<file path="config.mk">
export PLATFORM = sky130hd
export DESIGN_NAME = ssbe_engine
export DESIGN_NICKNAME = d
export VERILOG_FILES = /design/src/shared/ssbe_pkg.sv /design/src/rtl/ssbe_sync.sv /design/src/rtl/ssbe_edge.sv /design/src/rtl/ssbe_engine.sv
export VERILOG_INCLUDE_DIRS = /design/src /design/src/shared
export SDC_FILE = /design/constraint.sdc
export NUM_CORES = 1
export LEC_CHECK = 0
export CAP_MARGIN = 10
export CORE_MARGIN = 8
export CORE_UTILIZATION = 50
export CTS_BUF_LIST = sky130_fd_sc_hd__clkbuf_16
export DETAILED_ROUTE_END_ITERATION = 12
export DONT_BUFFER_PORTS = 1
export HOLD_SLACK_MARGIN = 0.05
export SETUP_SLACK_MARGIN = 0.5
export SYNTH_ARGS = -nofsm -noshare
export SYNTH_HDL_FRONTEND = slang
export SYNTH_SLANG_ARGS = --single-unit
</file>
<file path="constraint.sdc">
create_clock -name sys_clk -period 2.3 [get_ports sys_clk]
set_input_delay 0.46 -clock sys_clk [delete_from_list [all_inputs] [get_ports sys_clk]]
set_output_delay 0.46 -clock sys_clk [all_outputs]
set_load 0.02 [all_outputs]
</file>
<file path="src/shared/ssbe_consts.svh">
// Constant definitions for the SPI slave byte engine.
`ifndef SSBE_CONSTS_SVH
`define SSBE_CONSTS_SVH

// ----------------------------------------------------------------------
// Configuration byte fields
// ----------------------------------------------------------------------
`define SSBE_CFG_CPOL 1
`define SSBE_CFG_TRAIL 2
`define SSBE_CFG_SEL 3
`define SSBE_CFG_LSB 7
`define SSBE_MODE0 8'h00
`define SSBE_MODE1 8'h02
`define SSBE_MODE2 8'h04
`define SSBE_MODE3 8'h06
`define SSBE_FW_SELECT_MASK 8'h08
`define SSBE_LSB_FIRST_OPTION 8'h80

// ----------------------------------------------------------------------
// Status byte fields
// ----------------------------------------------------------------------
`define SSBE_ST_RXF 3
`define SSBE_ST_TXE 4
`define SSBE_ST_DONE 5
`define SSBE_ST_OVR 6
`define SSBE_RX_FULL_STATUS_MASK 8'h08
`define SSBE_TX_EMPTY_STATUS_MASK 8'h10
`define SSBE_DONE_STATUS_MASK 8'h20
`define SSBE_OVERRUN_STATUS_MASK 8'h40

// ----------------------------------------------------------------------
// Reset values and counts
// ----------------------------------------------------------------------
`define SSBE_BYTE_RST 8'h00
`define SSBE_CNT_RST 3'h0
`define SSBE_LAST_BIT 3'h7

`endif

</file>
<file path="src/shared/ssbe_pkg.sv">
// Types shared by the SPI slave byte engine.
package ssbe_pkg;

    typedef enum logic {
        SSBE_IDLE,
        SSBE_ACTIVE
    } ssbe_link_t;

    typedef struct packed {
        ssbe_link_t link;
        logic [7:0] tx_buf;
        logic [7:0] tx_sh;
        logic [7:0] rx_sh;
        logic [7:0] rx_buf;
        logic [2:0] cnt;
        logic skip;
        logic miso;
        logic txe;
        logic rxf;
        logic done;
        logic ovr;
        logic int_hold;
        logic irq;
    } ssbe_state_t;

endpackage

</file>
<file path="src/rtl/ssbe_sync.sv">
// Two-flop synchroniser for signals entering from outside the clock.
`timescale 1ns/1ps
module ssbe_sync #(
    parameter int W = 1,
    parameter logic [W-1:0] RST = '0
) (
    input wire logic sys_clk, // System clock.
    input wire logic rst_n, // Asynchronous reset, active low.
    input wire logic [W-1:0] d, // Asynchronous inputs.
    output logic [W-1:0] q // Synchronised outputs.
);
    logic [W-1:0] meta_q;

    always_ff @(posedge sys_clk or negedge rst_n) begin
        if (!rst_n) begin
            meta_q <= RST;
            q <= RST;
        end else begin
            meta_q <= d;
            q <= meta_q;
        end
    end
endmodule // ssbe_sync

</file>
<file path="src/rtl/ssbe_edge.sv">
// Edge detector for a signal already in the clock domain.
`timescale 1ns/1ps
module ssbe_edge #(
    parameter logic RST = 1'b0
) (
    input wire logic sys_clk, // System clock.
    input wire logic rst_n, // Asynchronous reset, active low.
    input wire logic sig, // Synchronous level.
    output logic rise, // High for the cycle after a rising edge.
    output logic fall // High for the cycle after a falling edge.
);
    logic prev_q;

    always_ff @(posedge sys_clk or negedge rst_n) begin
        if (!rst_n) begin
            prev_q <= RST;
        end else begin
            prev_q <= sig;
        end
    end

    assign rise = sig & ~prev_q;
    assign fall = ~sig & prev_q;
endmodule // ssbe_edge

</file>
<file path="src/rtl/ssbe_engine.sv">
// SPI slave byte engine: full-duplex 8-bit slave with buffers and flags.
//
// Summary of operation
// - One full-duplex byte exchanged per transfer.
// - Modes 0/1 sample leading, change trailing.
// - Modes 2/3 sample trailing, change leading.
// - Software picks phase, polarity, bit order.
// - Data out is always driven.
// - Transfers happen only while enabled.
// - Transmit write clears transmit-empty flag, except in a load cycle.
// - Select fall loads shifter, presents first bit.
// - Each active edge shifts one bit.
// - Byte end: receive buffer, reload, flags.
// - Done raises interrupt when enabled.
// - Unread receive byte overwritten sets overrun.
// - Status read clears done, overrun, interrupt.
// - Masking covers completion and load sources.
// - Select from pin or firmware bit.
// - Load mode interrupts when byte loads.
// - Finish mode interrupts after last bit.
// - Status bits 0x20, 0x40, 0x10, 0x08.
// - Config encodes mode and LSB-first bit.
`timescale 1ns/1ps
`include "ssbe_consts.svh"
module ssbe_engine (
    input wire logic sys_clk, // System clock, 250 MHz.
    input wire logic rst_n, // Asynchronous reset, active low.
    input wire logic spi_sclk, // Serial clock from the master.
    input wire logic spi_mosi, // Serial data from the master.
    input wire logic spi_ss_n, // Slave select pin, active low.
    output logic spi_miso, // Serial data to the master.
    input wire logic enable, // Engine enable.
    input wire logic [7:0] cfg, // Mode, firmware select, bit order.
    input wire logic firmware_driven_select, // Select from cfg bit.
    input wire logic irq_en, // Interrupt enable.
    input wire logic irq_on_tx_finish, // Transmit interrupt mode.
    input wire logic tx_wr, // Transmit buffer write strobe.
    input wire logic [7:0] tx_data, // Byte to transmit.
    input wire logic rx_rd, // Receive buffer read strobe.
    output logic [7:0] rx_data, // Receive buffer.
    input wire logic status_rd, // Status read strobe.
    output logic [7:0] status, // Status byte.
    output logic irq // Interrupt request.
);
    ssbe_pkg::ssbe_state_t st_q;
    ssbe_pkg::ssbe_state_t st_d;
    logic sclk_s;
    logic mosi_s;
    logic ss_pin_s;
    logic ss_eff;
    logic sclk_rise;
    logic sclk_fall;
    logic ss_rise;
    logic ss_fall;
    logic sel;
    logic lead;
    logic trail;
    logic samp;
    logic chg;
    logic lsb;
    logic load_ev;
    logic done_ev;
    logic [7:0] load_byte;
    logic [7:0] rx_next;

    // ------------------------------------------------------------------
    // Input synchronisation and edge detection
    // ------------------------------------------------------------------
    ssbe_sync #(.W(2), .RST(2'h0)) u_sync_data (
        .sys_clk(sys_clk),
        .rst_n(rst_n),
        .d({spi_sclk, spi_mosi}),
        .q({sclk_s, mosi_s})
    );

    ssbe_sync #(.W(1), .RST(1'b1)) u_sync_sel (
        .sys_clk(sys_clk),
        .rst_n(rst_n),
        .d(spi_ss_n),
        .q(ss_pin_s)
    );

    // The firmware bit is already in this domain and needs no crossing.
    assign ss_eff = firmware_driven_select ? cfg[`SSBE_CFG_SEL]
                                           : ss_pin_s;

    ssbe_edge #(.RST(1'b0)) u_edge_sclk (
        .sys_clk(sys_clk),
        .rst_n(rst_n),
        .sig(sclk_s),
        .rise(sclk_rise),
        .fall(sclk_fall)
    );

    ssbe_edge #(.RST(1'b1)) u_edge_sel (
        .sys_clk(sys_clk),
        .rst_n(rst_n),
        .sig(ss_eff),
        .rise(ss_rise),
        .fall(ss_fall)
    );

    // ------------------------------------------------------------------
    // Mode decode
    // ------------------------------------------------------------------
    // The leading edge leaves the idle level, so polarity picks its sense.
    assign lead = cfg[`SSBE_CFG_CPOL] ? sclk_fall : sclk_rise;
    assign trail = cfg[`SSBE_CFG_CPOL] ? sclk_rise : sclk_fall;
    assign samp = cfg[`SSBE_CFG_TRAIL] ? trail : lead;
    assign chg = cfg[`SSBE_CFG_TRAIL] ? lead : trail;
    assign lsb = cfg[`SSBE_CFG_LSB];
    assign sel = enable & ~ss_eff;

    // ------------------------------------------------------------------
    // Transfer events
    // ------------------------------------------------------------------
    assign done_ev = (st_q.link == ssbe_pkg::SSBE_ACTIVE) & sel & samp
                     & (st_q.cnt == `SSBE_LAST_BIT);
    assign load_ev = ((st_q.link == ssbe_pkg::SSBE_IDLE) & sel & ss_fall)
                     | done_ev;
    // A write in the load cycle goes straight to the shifter.
    assign load_byte = tx_wr ? tx_data : st_q.tx_buf;
    assign rx_next = lsb ? {mosi_s, st_q.rx_sh[7:1]}
                         : {st_q.rx_sh[6:0], mosi_s};

    // ------------------------------------------------------------------
    // Next state
    // ------------------------------------------------------------------
    always_comb begin
        st_d = st_q;
        if (tx_wr) begin
            st_d.tx_buf = tx_data;
            st_d.txe = 1'b0;
        end
        case (st_q.link)
            ssbe_pkg::SSBE_IDLE: begin
                st_d.cnt = `SSBE_CNT_RST;
                if (sel && ss_fall) begin
                    st_d.link = ssbe_pkg::SSBE_ACTIVE;
                end
            end
            ssbe_pkg::SSBE_ACTIVE: begin
                if (!sel) begin
                    st_d.link = ssbe_pkg::SSBE_IDLE;
                    st_d.cnt = `SSBE_CNT_RST;
                end else begin
                    if (samp) begin
                        st_d.rx_sh = rx_next;
                        st_d.cnt = st_q.cnt + 3'h1;
                    end
                    if (chg) begin
                        if (st_q.skip) begin
                            st_d.skip = 1'b0;
                        end else if (lsb) begin
                            st_d.tx_sh = {1'b0, st_q.tx_sh[7:1]};
                            st_d.miso = st_q.tx_sh[1];
                        end else begin
                            st_d.tx_sh = {st_q.tx_sh[6:0], 1'b0};
                            st_d.miso = st_q.tx_sh[6];
                        end
                    end
                end
            end
            default: begin
                st_d.link = ssbe_pkg::SSBE_IDLE;
            end
        endcase
        // A change edge before the next sample would push out the first
        // bit just loaded, so that one edge is skipped.
        if (load_ev) begin
            st_d.tx_sh = load_byte;
            st_d.miso = lsb ? load_byte[0] : load_byte[7];
            st_d.skip = done_ev | cfg[`SSBE_CFG_TRAIL];
            if (tx_wr) begin
                st_d.tx_buf = tx_data;
            end
        end
        if (rx_rd) begin
            st_d.rxf = 1'b0;
        end
        if (status_rd) begin
            st_d.done = 1'b0;
            st_d.ovr = 1'b0;
            st_d.int_hold = 1'b0;
        end
        // Hardware sets come last so they win over clears.
        if (load_ev) begin
            st_d.txe = 1'b1;
        end
        if (done_ev) begin
            st_d.rx_buf = rx_next;
            st_d.rxf = 1'b1;
            st_d.done = 1'b1;
            if (st_q.rxf && !rx_rd) begin
                st_d.ovr = 1'b1;
            end
            if (irq_en) begin
                st_d.int_hold = 1'b1;
            end
        end
        // The load source bypasses the held line but is still masked by irq_en.
        st_d.irq = st_d.int_hold
                   | (irq_en & ~irq_on_tx_finish & load_ev);
    end

    always_ff @(posedge sys_clk or negedge rst_n) begin
        if (!rst_n) begin
            st_q <= '{link: ssbe_pkg::SSBE_IDLE,
                      tx_buf: `SSBE_BYTE_RST,
                      tx_sh: `SSBE_BYTE_RST,
                      rx_sh: `SSBE_BYTE_RST,
                      rx_buf: `SSBE_BYTE_RST,
                      cnt: `SSBE_CNT_RST,
                      skip: 1'b0,
                      miso: 1'b0,
                      txe: 1'b1,
                      rxf: 1'b0,
                      done: 1'b0,
                      ovr: 1'b0,
                      int_hold: 1'b0,
                      irq: 1'b0};
        end else begin
            st_q <= st_d;
        end
    end

    // ------------------------------------------------------------------
    // Outputs
    // ------------------------------------------------------------------
    // Data out is never released; any tri-state buffer sits outside.
    assign spi_miso = st_q.miso;
    assign rx_data = st_q.rx_buf;
    assign irq = st_q.irq;
    always_comb begin
        status = 8'h00;
        status[`SSBE_ST_RXF] = st_q.rxf;
        status[`SSBE_ST_TXE] = st_q.txe;
        status[`SSBE_ST_DONE] = st_q.done;
        status[`SSBE_ST_OVR] = st_q.ovr;
    end

    // ------------------------------------------------------------------
    // Assertions
    // ------------------------------------------------------------------
    a_select_load: assert property (
        @(posedge sys_clk) disable iff (!rst_n)
        (st_q.link == ssbe_pkg::SSBE_IDLE && sel && ss_fall && !tx_wr)
        |=> (spi_miso == ($past(cfg[`SSBE_CFG_LSB]) ? $past(st_q.tx_buf[0])
                                                   : $past(st_q.tx_buf[7])))
            && st_q.txe && st_q.cnt == `SSBE_CNT_RST)
        else $error("first bit not presented after select fall");

    a_write_clears: assert property (
        @(posedge sys_clk) disable iff (!rst_n)
        (tx_wr && !load_ev) |=> !st_q.txe && st_q.tx_buf == $past(tx_data))
        else $error("transmit write did not clear empty flag");

    a_byte_done: assert property (
        @(posedge sys_clk) disable iff (!rst_n)
        done_ev |=> st_q.done && st_q.rxf && st_q.rx_buf == $past(rx_next)
                    && st_q.cnt == `SSBE_CNT_RST)
        else $error("byte end did not update buffer and flags");

    a_done_irq: assert property (
        @(posedge sys_clk) disable iff (!rst_n)
        (done_ev && irq_en) |=> irq ##1 (irq || $past(status_rd)))
        else $error("done did not raise interrupt");

    a_overrun_set: assert property (
        @(posedge sys_clk) disable iff (!rst_n)
        (done_ev && st_q.rxf && !rx_rd) |=> st_q.ovr)
        else $error("overrun not flagged");

    a_status_clear: assert property (
        @(posedge sys_clk) disable iff (!rst_n)
        (status_rd && !done_ev) |=> !st_q.done && !st_q.ovr
                                    && !st_q.int_hold)
        else $error("status read did not clear flags");

    a_disabled_idle: assert property (
        @(posedge sys_clk) disable iff (!rst_n)
        !enable |=> st_q.link == ssbe_pkg::SSBE_IDLE && !$rose(st_q.done))
        else $error("engine active while disabled");

    a_deselect_flush: assert property (
        @(posedge sys_clk) disable iff (!rst_n)
        (ss_eff && !($past(ss_eff))) |=> st_q.cnt == `SSBE_CNT_RST
                                         && !$rose(st_q.done))
        else $error("partial byte kept after deselect");

    a_load_irq: assert property (
        @(posedge sys_clk) disable iff (!rst_n)
        (load_ev && irq_en && !irq_on_tx_finish) |=> irq)
        else $error("load mode interrupt missing");

    a_finish_wait: assert property (
        @(posedge sys_clk) disable iff (!rst_n)
        (irq_on_tx_finish && !st_q.int_hold && !done_ev) |=> !irq)
        else $error("finish mode interrupt before last bit");

    a_mid_shift: assert property (
        @(posedge sys_clk) disable iff (!rst_n)
        (st_q.link == ssbe_pkg::SSBE_ACTIVE && sel && chg && !load_ev
         && st_q.cnt != `SSBE_CNT_RST)
        |=> spi_miso == ($past(lsb) ? $past(st_q.tx_sh[1])
                                    : $past(st_q.tx_sh[6])))
        else $error("data out did not shift inside a byte");

    a_first_stands: assert property (
        @(posedge sys_clk) disable iff (!rst_n)
        (st_q.link == ssbe_pkg::SSBE_ACTIVE && sel && chg && !load_ev
         && st_q.cnt == `SSBE_CNT_RST) |=> $stable(spi_miso))
        else $error("first bit of a byte did not stand");

    a_miso_steady: assert property (
        @(posedge sys_clk) disable iff (!rst_n)
        (!load_ev && !(st_q.link == ssbe_pkg::SSBE_ACTIVE && sel && chg))
        |=> $stable(spi_miso))
        else $error("data out moved without a change edge");

    a_sample_in: assert property (
        @(posedge sys_clk) disable iff (!rst_n)
        (st_q.link == ssbe_pkg::SSBE_ACTIVE && sel && samp)
        |=> st_q.cnt == $past(st_q.cnt) + 3'h1
            && ($past(lsb) ? st_q.rx_sh[7] : st_q.rx_sh[0]) == $past(mosi_s))
        else $error("sample edge did not take one bit");

    a_fw_select: assert property (
        @(posedge sys_clk) disable iff (!rst_n)
        (firmware_driven_select && cfg[`SSBE_CFG_SEL])
        |=> st_q.link == ssbe_pkg::SSBE_IDLE)
        else $error("firmware deselect left the engine active");

    a_rx_read: assert property (
        @(posedge sys_clk) disable iff (!rst_n)
        (rx_rd && !done_ev) |=> !st_q.rxf)
        else $error("receive read did not clear full flag");

    a_reload_byte: assert property (
        @(posedge sys_clk) disable iff (!rst_n)
        done_ev |=> spi_miso == ($past(lsb) ? $past(load_byte[0])
                                            : $past(load_byte[7])))
        else $error("next byte not presented after byte end");
endmodule // ssbe_engine

</file>
Yosys cells after proc, flatten, opt, wreduce, memory -nomap -nowiden
Cells that the tools add are included.
{ "classes": {"shifts": 0, "eq_ne": 3, "bitwise": 19, "magnitude_cmp": 0, "n_mux": 35, "n_div": 0, "reduce_logical": 12, "add_sub_neg": 1, "n_mul": 0} }
{ "ops": {"columns": ["cell", "n"], "rows": [
  ["8-bit two-way mux", 7],
  ["16-bit two-way mux", 3],
  ["1-bit two-way mux", 15],
  ["2-bit nonzero test", 6],
  ["1-bit AND", 11],
  ["3-bit two-way mux", 3],
  ["2-bit two-way mux", 4],
  ["3-bit case mux with 2 select lines", 1],
  ["3-bit AND reduction", 2],
  ["1-bit inverter", 5],
  ["4-bit two-way mux", 1],
  ["4-bit AND reduction", 1],
  ["3-bit by 1-bit adder with 3-bit output (second input constant)", 1],
  ["3-bit == test (second input constant)", 1],
  ["3-bit by 2-bit != test with 1-bit output (second input constant)", 1],
  ["1-bit OR", 3],
  ["1-bit logical AND", 2],
  ["2-bit by 1-bit != test with 1-bit output (second input constant)", 1],
  ["1-bit case mux with 2 select lines", 1],
  ["1-bit logical NOT", 1]
]} }
{ "word_totals": {"latchBits": 0, "register_bits": 52, "wordCells": 90, "mem_bits_ro": 0, "mem_count": 0, "output_inout_bits": 18, "ramBits": 0} }

Depth between registers and ports, before layout
Gate-level depths: netlist of the first run.
{ "depth": {"depth_word": 9, "ltp_mapped": 8, "mapped_depth_nobuf": 6} }

Hierarchy
From an unflattened synthesis of the first run, not the netlist that was laid out.
{ "unflattened": {"cells_unflattened": 199, "area_unflattened_um2": 2401.1} }
{ "modules_own_cells": {"columns": ["module", "n_inst", "cells_each", "area_per_inst_um2"], "rows": [
  ["ssbe_engine", 1, 187, 2167.1],
  ["ssbe_sync (u_sync_data)", 1, 4, 100.1],
  ["ssbe_sync (u_sync_sel)", 1, 2, 52.6],
  ["ssbe_edge (u_edge_sel)", 1, 3, 41.3],
  ["ssbe_edge (u_edge_sclk)", 1, 3, 40.0]
]} }

Least setup slack after synthesis of the first run
OpenSTA, ideal clock, no wires.
{ "synth_path": {"path_type": "input to register", "start": "in cfg[1]", "end": "reg st_q[33] in the netlist's numbering", "arrival_ps": 1862, "setup_time_ps": 124, "path_buffers": 1, "cell_stages": 6, "setup_slack_ps": 314, "cell_sequence": "xor2_1 > mux2_4 > o31a_1 > buf_6 > and3_1 > a211o_1"} }
{ "synth_via": {"elab_chain_len": 7} }
{ "synth_rtl": {"columns": ["item", "line_no", "source"], "rows": [
  ["start: declaration", "ssbe_engine.sv:33", "input wire logic [7:0] cfg,"],
  ["1-bit two-way mux, on equally long branches", "ssbe_engine.sv:107, ssbe_engine.sv:108", null],
  ["1-bit two-way mux", "ssbe_engine.sv:109", "assign samp = cfg[`SSBE_CFG_TRAIL] ? trail : lead;"],
  ["1-bit AND (2 in series)", "ssbe_engine.sv:117", "assign done_ev = (st_q.link == ssbe_pkg::SSBE_ACTIVE) & sel & samp"],
  ["1-bit OR", "ssbe_engine.sv:120", "| done_ev;"],
  ["2-bit by 1-bit != test with 1-bit output (no line) or 2-bit nonzero test (tied branches)", null, null],
  ["4-bit AND reduction (no line)", null, null],
  ["end signal: assignment", "ssbe_engine.sv:208", "st_q <= '{link: ssbe_pkg::SSBE_IDLE,"],
  ["end signal: assignment", "ssbe_engine.sv:223", "st_q <= st_d;"],
  ["end: declaration", "ssbe_engine.sv:45", "ssbe_pkg::ssbe_state_t st_q;"]
]} }
Several ways; a longest one is shown, not always the timed one.
A chain may end at the register's enable or synchronous reset.

Worst setup path in the final report of the first run
{ "layout_path": {"start": "reg u_sync_data.q[1]", "end": "reg st_q (netlist bit spi_miso)"} }
{ "layout_via": {"elab_chain_len": 9} }
{ "layout_rtl": {"columns": ["item", "line_no", "source"], "rows": [
  ["start: declaration", "ssbe_sync.sv:10", "output logic [W-1:0] q"],
  ["start signal: assignment", "ssbe_sync.sv:20", "q <= meta_q;"],
  ["1-bit inverter", "ssbe_edge.sv:23", "assign fall = ~sig & prev_q;"],
  ["1-bit AND", "ssbe_edge.sv:23", null],
  ["1-bit two-way mux, on equally long branches", "ssbe_engine.sv:107, ssbe_engine.sv:108", null],
  ["1-bit two-way mux", "ssbe_engine.sv:109", null],
  ["1-bit AND (2 in series)", "ssbe_engine.sv:117", null],
  ["1-bit OR", "ssbe_engine.sv:120", null],
  ["2-bit by 1-bit != test with 1-bit output (no line) or 2-bit nonzero test (tied branches)", null, null],
  ["4-bit AND reduction (no line)", null, null]
]} }
Several ways; a longest one is shown, not always the timed one.

==> qor.log, run 1 <==
[run_status] result of the run complete, no violations
[drt] wirelength, routed 4.06 mm
[worst_setup_path] WS Path Type flip-flop to flip-flop
[worst_setup_path] capture point of the critical path spi_miso$_DFFE_PN0P_
[pwr] IR Drop Worst-Case VDD 0.344 mV
[pwr] Cell Pwr Density 790 mW/mm²
[clock_tree] clock sink count 52
[worst_setup_path] setup slack of the worst register-to-register path 0.51 ns
[finish] share of post-route cells with drive strength above 1 17.2%
[synthesis] top area cells in the synthesized netlist dfrtp_1 51%, mux2i_1 8.2%, mux2_2 6.8%, buf_4 5.1%, dfstp_2 4.5%
[floorplan] Vert. Die Dim 84.3 µm
[place] HPWL after detailed placement 2.94 mm
[drt] via density per instance 5.43
[worst_setup_path] Worst Setup End Kind flip-flop
[worst_setup_path] worst endpoint required time 2.48 ns
[drt] DRC violation total after the first TritonRoute iteration 51
[place] global placement routability congestion 0.727
[floorplan] Die Wd 84.3 µm
[synthesis] FF+latch count, synth 52
[timing] setup repair after global routing missed its margin yes
[worst_setup_path] Data arrival, critical path 1.96 ns
[timing] final setup skew 0.00859 ns
[floorplan] Total Die Area 0.00711 mm²
[floorplan] core region area 0.00460 mm²
[worst_setup_path] worst reg2reg path depth 5
[timing] final count of pins violating max slew 0
[drt] vias post-DR 1369
[place] number of input and output port buffers inserted 0
[finish] final standard cell utilization of the core 53.9%
[timing] time the final worst path needs with I/O delays and setup 1.79 ns
[synthesis] top-area cell type share of the netlist area 51.5%
[clock_tree] CTS tree done
[run] maximum capacitance violations 0
[worst_setup_path] largest fanout of any net on the critical path 10
[clock_tree] worst-case clock buffer depth 2
[drt] average detailed-routed wire length per instance 16.1 µm
[drt] Remaining DRCs 0
[worst_setup_path] series of cell instances along the critical path or2b_1 > mux2_4 > o31a_1 > buf_6 > o221a_2
[synthesis] proportion of synthesized chip area in sequential cells 56.0%
[synthesis] top cell types by occurrence after synthesis 48 x dfrtp_1, 25 x nand2_1, 19 x mux2i_1, 19 x o21ai_0, 16 x buf_4
[global_route] initial antenna violation count 1
[synthesis] cell taking the most area after synthesis dfrtp_1
[timing] Final Hold Violating Endpoints 0
[timing] maximum clock frequency 559 MHz
[pwr] Leak Pwr 0.00117 µW
[drt] drt pass-1 iters 4
[worst_setup_path] origin of the critical flop-to-flop path u_sync_data.q[1]$_DFF_PN0_
[synthesis] most used standard cell by instance count after synthesis dfrtp_1
[worst_setup_path] terminus of the critical flop-to-flop path spi_miso$_DFFE_PN0P_
[global_route] global-route wire length before repair 6.88 mm
[global_route] Overall Global Routing Usage 11.9%
[synthesis] ys async rst share 100%
[clock_tree] root buffer cell clkbuf_16
[floorplan] initial standard-cell utilization of the core 50.7%
[global_route] pin count of the biggest net entering global routing 53
[clock_tree] insertion delay of the later-clocked pin in the worst-skew pair 0.29 ns
[synthesis] number of enable-type register cells in the synthesized netlist 0
[synthesis] synth unique cells 34
[synthesis] warnings from Yosys 0
[synthesis] cell count after synthesis 207
[synthesis] synthesized area per cell 11.3 µm²
[synthesis] top_reg_cell synth dfrtp_1
[clock_tree] clock transition at the registers of the reported paths 0.07 ns
[finish] total number of nets in the final design 228
[global_route] vias in the first global route 1368
[synthesis] post-synthesis instance area 0.00233 mm²
[global_route] total overflow reported by the global router 0
[finish] post-layout instance area 0.00248 mm²
[floorplan] number of top-level pins 46
[clock_tree] total CTS buffers 5
[finish] total inserted antenna cells 0
[place] Placed Area 0.00228 mm²
[timing] total negative setup slack 0 ns
[worst_setup_path] CP peak stage delay 0.38 ns
[worst_setup_path] critical path startpoint u_sync_data.q[1]$_DFF_PN0_
[timing] crit share post-route 77.7%
[worst_setup_path] critical path startpoint category flip-flop
[hold_path] class of the most critical hold timing path input port to flip-flop
[worst_setup_path] standard cell with the maximum stage delay on the critical path dfrtp_1
[clock_tree] # H-tree levels 2
[drt] antenna-violating nets left 0
[floorplan] row count 25
[finish] area overhead of the layout relative to synthesis 6.22%
[timing] number of setup violations in the final report 0
## placed cells by master, fill, tap and decap left out, types with 2 or more instances in the layout
master and n:
clkbuf_16 5, conb_1 4, dfrtp_1 48, or2b_1 2, mux2i_1 17, mux2i_2 2, inv_1 8, nand2_1 25
mux2_2 14, nand3_1 3, and3_1 2, o21ai_0 19, o22ai_1 2, dfstp_2 4, buf_4 3, a21oi_1 9
nor2_1 9, ha_1 2
## power breakdown
group,internal (µW),switching [µW],total [µW]
clock,395,307,703
sequential,996,53.3,1050
combinational,113,93.5,206
total,1500,454,1960
## worst max-delay path: cells and delay by family, from the launching register on
kind	cells	cell delay [ns]
AOI/OAI and AO/OA	2	0.59
DFF	1	0.38
muxes	1	0.29
and+or+nand+nor	1	0.27
buffers and inverters	1	0.16
## flip-flops by register name (all words and copies together) (netlist names)
name / count
u_sync_data.q: 2
rx_data: 8
u_sync_data.meta_q: 2
u_sync_sel.meta_q: 1
u_sync_sel.q: 1
status: 4
spi_miso: 1
st_q: 30
u_edge_sclk.prev_q: 1
irq: 1
u_edge_sel.prev_q: 1
## what timing repair did
item	CTS	global route
endpoints found under the setup margin	12	15
setup buffers	1	0
hold buffers	2	0
pin swaps	0	2
hold endpoints to repair	52	0
gates resized for setup	1	2
## per-layer routing
layer	vias up	GRT usage [%]	part of all wire, %
met2	31	17.9	48
li1	662	-	-
met4	2	4.71	1.5
met3	9	6.00	7.0
met1	665	14.1	43
met5	-	0	0.32
## worst min-delay path by stage
stage,to,cells after the start,slack (ns),from
final,u_sync_sel.meta_q$_DFF_PN1_,0,0.17,spi_ss_n
after global routing,u_sync_sel.meta_q$_DFF_PN1_,0,0.15,spi_ss_n
after CTS,u_sync_sel.meta_q$_DFF_PN1_,0,0.16,spi_ss_n
after detailed placement,status[6]$_DFF_PN0_,0,0.17,rst_n
after global placement,status[6]$_DFF_PN0_,0,0.17,rst_n
after floorplan,irq$_DFF_PN0_,0,0.16,rst_n
## final cells by class
class / instances / area [µm²]
multi-input cells: 125 / 866
clock inverters: 2 / 12.5
clock buffers: 5 / 125
inverters: 8 / 30.0
fillers: 395 / 2120
flip-flops and latches: 52 / 1310
well taps: 54 / 67.6
repair buffers: 6 / 71.3
## kinds of logic (layout without fill, tap and decap cells)
kind of cell | after synthesis | count (layout) | synth area share, %
AO/OA/AOI/OAI | 36 | 36 | 8.90
adder cells (fa/ha/maj) | 2 | 2 | 1.07
flip-flops | 52 | 52 | 56.0
XOR/XNOR | 2 | 2 | 0.751
other | 1 | 4 | 0.161
multiplexers | 34 | 34 | 15.5
buffers and inverters | 33 | 21 | 8.53
AND/OR/NAND/NOR | 47 | 47 | 9.06
## per-stage QoR
| step | std cells | hold WS (ns) | worst slack [ns] | total power [µW] |
|---|---|---|---|---|
| global route | 252 | 0.148 | 0.457 | 2050 |
| CTS | 252 | 0.159 | 0.499 | 1980 |
| detailed placement | 242 | 0.166 | 0.326 | 1250 |
| finish | 252 | 0.166 | 0.512 | 1960 |
| global placement | 242 | 0.166 | 0.352 | 1230 |
| floorplan | 210 | 0.164 | 0.439 | 1220 |
Note: power is estimated with default switching activity, not from simulation.
==> inputs of run 2 (changes only) <==
- PLACE_DENSITY: unset -> 0.68
- clock period: 2.3 -> 1.6 ns (I/O delays scaled with it)
==> qor.log, run 2 (synthesis results as in run 1) <==
[finish] total inserted antenna cells 0 [unchanged]
[worst_setup_path] critical path startpoint category flip-flop
[clock_tree] clock transition at the registers of the reported paths 0.06 ns [about the same]
[global_route] initial antenna violation count 0 [-1]
[global_route] total overflow reported by the global router 0 [unchanged]
[pwr] proportion of power drawn by flip-flops and latches 49.4% [-4.2 points]
[global_route] vias in the first global route 1623 [+19%]
[pwr] Leak Pwr 0.00132 µW [+13%]
[worst_setup_path] setup slack of the worst register-to-register path -0.15 ns [-0.66 ns]
[pwr] switching share of total power 22.3% [-0.92 points]
[worst_setup_path] largest fanout of any net on the critical path 5 [-5]
[clock_tree] root buffer cell clkbuf_16
[floorplan] number of top-level pins 46 [unchanged]
[drt] via density per instance 5.45 [+0.34%]
[clock_tree] insertion delay of the later-clocked pin in the worst-skew pair 0.28 ns [about the same]
[finish] most common cell after layout, fill and taps aside dfrtp_1
[timing] final count of pins violating max slew 0 [unchanged]
[place] global placement routability congestion 0.797 [+9.6%]
[drt] Remaining DRCs 0 [unchanged]
[drt] average detailed-routed wire length per instance 17.4 µm [+8.3%]
[worst_setup_path] Data arrival, critical path 1.92 ns [-0.04 ns]
[place] HPWL after detailed placement 3.16 mm [+7.3%]
[run_status] failing checks hold timing, setup timing
[floorplan] Total Die Area 0.00711 mm² [unchanged]
[timing] time the final worst path needs with I/O delays and setup 1.75 ns [-0.0425 ns]
[worst_setup_path] CP peak stage delay 0.54 ns [+0.16 ns]
[pwr] fraction of power consumed by the clock network 38.0% [+2.1 points]
[hold_path] class of the most critical hold timing path input port to asynchronous set/reset pin
[place] number of input and output port buffers inserted 0 [unchanged]
[clock_tree] total CTS buffers 5 [unchanged]
[worst_setup_path] worst endpoint required time 1.77 ns [-0.71 ns]
[clock_tree] CTS tree done
[timing] final setup skew 0.00483 ns [-0.00377 ns]
[timing] number of setup violations in the final report 12 [+12]
[run] maximum capacitance violations 0 [unchanged]
[drt] wirelength, routed 4.83 mm [+19%]
[timing] setup repair after global routing missed its margin yes
[pwr] portion of total power attributed to combinational logic 12.7% [+2.2 points]
[drt] vias post-DR 1510 [+10%]
[worst_setup_path] terminus of the critical flop-to-flop path spi_miso$_DFFE_PN0P_
[finish] flip-flop count of the largest register after layout 30 [unchanged]
[clock_tree] # H-tree levels 2 [unchanged]
[drt] drt pass-1 iters 4 [unchanged]
[clock_tree] clock sink count 52 [unchanged]
[pwr] Cell Pwr Density 1060 mW/mm² [+35%]
[pwr] internal power contribution 2390 µW [+59%]
[worst_setup_path] critical path's most frequent cell buf_4
[pwr] power spent charging and discharging nets 684 µW [+51%]
[global_route] global-route wire length before repair 8.08 mm [+17%]
[global_route] pin count of the biggest net entering global routing 53 [unchanged]
[timing] slack of the critical path -0.146 ns [-0.657 ns]
[floorplan] core region area 0.00460 mm² [unchanged]
[timing] Final Hold Violating Endpoints 52 [+52]
[drt] DRC violation total after the first TritonRoute iteration 62 [+22%]
[run_status] result of the run finished with violations
[floorplan] initial standard-cell utilization of the core 50.7% [unchanged]
[place] Placed Area 0.00238 mm² [+4.3%]
[timing] worst slack on hold paths -0.273 ns [-0.438 ns]
[finish] total number of nets in the final design 252 [+11%]
[finish] most frequent cells in the layout 47 x dfrtp_1, 18 x buf_4, 17 x mux2i_1, 16 x nand2_1, 15 x o21ai_1
[floorplan] Vert. Die Dim 84.3 µm [unchanged]
[timing] total negative setup slack -0.777 ns [-0.777 ns]
[worst_setup_path] series of cell instances along the critical path mux2i_4 > buf_4 > nand4b_1 > o31a_1 > buf_4 > nand2_1 > o221a_4
[floorplan] row count 25 [unchanged]
[finish] share of post-route cells with drive strength above 1 38.1% [+21 points]
[finish] post-layout instance area 0.00289 mm² [+17%]
[worst_setup_path] Worst Setup End Kind flip-flop
[global_route] Overall Global Routing Usage 13.9% [+2.0 points]
[place] minimum setup slack after placement -0.205 ns [-0.531 ns]
[worst_setup_path] WS Path Type flip-flop to flip-flop
[worst_setup_path] worst reg2reg path depth 7 [+2]
[clock_tree] worst-case clock buffer depth 2 [unchanged]
[drt] antenna-violating nets left 0 [unchanged]
[timing] crit share post-route 109% [+31 points]
[timing] maximum clock frequency 573 MHz [+2.4%]
[finish] area overhead of the layout relative to synthesis 23.8%
[worst_setup_path] standard cell with the maximum stage delay on the critical path dfstp_2
[floorplan] Die Wd 84.3 µm [unchanged]
[pwr] IR Drop Worst-Case VDD 0.815 mV [+140%]
[worst_setup_path] origin of the critical flop-to-flop path u_sync_sel.q$_DFF_PN1_
[finish] register ranked first by flip-flop count st_q
-- run 2: cell types whose count changed in the layout (fill, tap and decap cells not counted), moves of 3 or more --
| cell | delta |
|---|---|
| a21oi_1 | -3 |
| a21oi_2 | +3 |
| buf_4 | +15 |
| buf_6 | +5 |
| nand2_1 | -9 |
| nand2_2 | +6 |
| nor2_1 | -7 |
| nor2_2 | +4 |
| nor2_4 | +3 |
| o21ai_0 | -17 |
| o21ai_1 | +15 |
-- run 2: area by class of cell --
type,count,area [µm²]
Fill cell,349,1710
Multi-Input combinational cell,126,1060
Timing Repair Buffer,29,258
Inverter,8,30.0
Sequential cell,52,1310
Clock buffer,5,125
Clock inverter,3,38.8
Tap cell,54,67.6
-- run 2: metal layers --
layer  global-route usage [%]  part of all wire, %  up-vias
li1                         -                    -      718
met1                     16.2                   42      755
met2                     23.1                   51       29
met3                     4.55                  4.6        8
met4                     5.18                  1.8        0
met5                        0                    0        -
-- run 2: power by group through the flow --
| stage | sequential (µW) | combinational, µW | clock [µW] |
|---|---|---|---|
| global route | 1530 | 420 | 1240 |
| finish | 1520 | 389 | 1170 |
| CTS | 1510 | 357 | 1190 |
| floorplan | 1510 | 254 | 0 |
| detailed placement | 1540 | 283 | 0 |
| global placement | 1530 | 265 | 0 |
-- run 2: how the worst max path moves through the flow --
stage | start | slack (ns) | end
6_report | u_sync_sel.q$_DFF_PN1_ | -0.15 | spi_miso$_DFFE_PN0P_
5_1_grt | u_sync_data.q[1]$_DFF_PN0_ | -0.20 | st_q[33]$_DFFE_PN0P_
4_1_cts | u_sync_data.q[1]$_DFF_PN0_ | -0.13 | st_q[33]$_DFFE_PN0P_
3_5_place_dp | u_sync_data.q[1]$_DFF_PN0_ | -0.20 | spi_miso$_DFFE_PN0P_
3_3_place_gp | u_sync_data.q[1]$_DFF_PN0_ | -0.15 | spi_miso$_DFFE_PN0P_
2_1_floorplan | u_sync_data.q[1]$_DFF_PN0_ | -0.15 | st_q[33]$_DFFE_PN0P_
-- run 2: metrics by stage --
stage,power (µW),std cells,hold slack (ns),util [%]
after floorplan,1760,210,0.0244,-
after global placement,1790,255,0.0261,51.8
after detailed placement,1820,255,0.0265,51.8
after CTS,3060,273,-0.278,60.7
after global routing,3190,277,-0.286,62.8
final,3070,277,-0.273,62.8
-- run 2: timing repair --
action / 4_1_cts / 5_1_grt
hold buffers: 1 / 2
setup buffers: 7 / 2
resized for setup: 53 / 16
endpoints found under the setup margin: 36 / 38
hold endpoints to repair: 53 / 54
pin swaps: 13 / 2
cloned: 2 / 0
-- run 2: critical path, delay by kind of cell, from the launching register on --
kind / cells / cell delay [ns]
flip-flops: 1 / 0.54
multiplexers: 1 / 0.07
AND/OR/NAND/NOR: 2 / 0.18
AO/OA/AOI/OAI: 2 / 0.55
buffers and inverters: 2 / 0.29
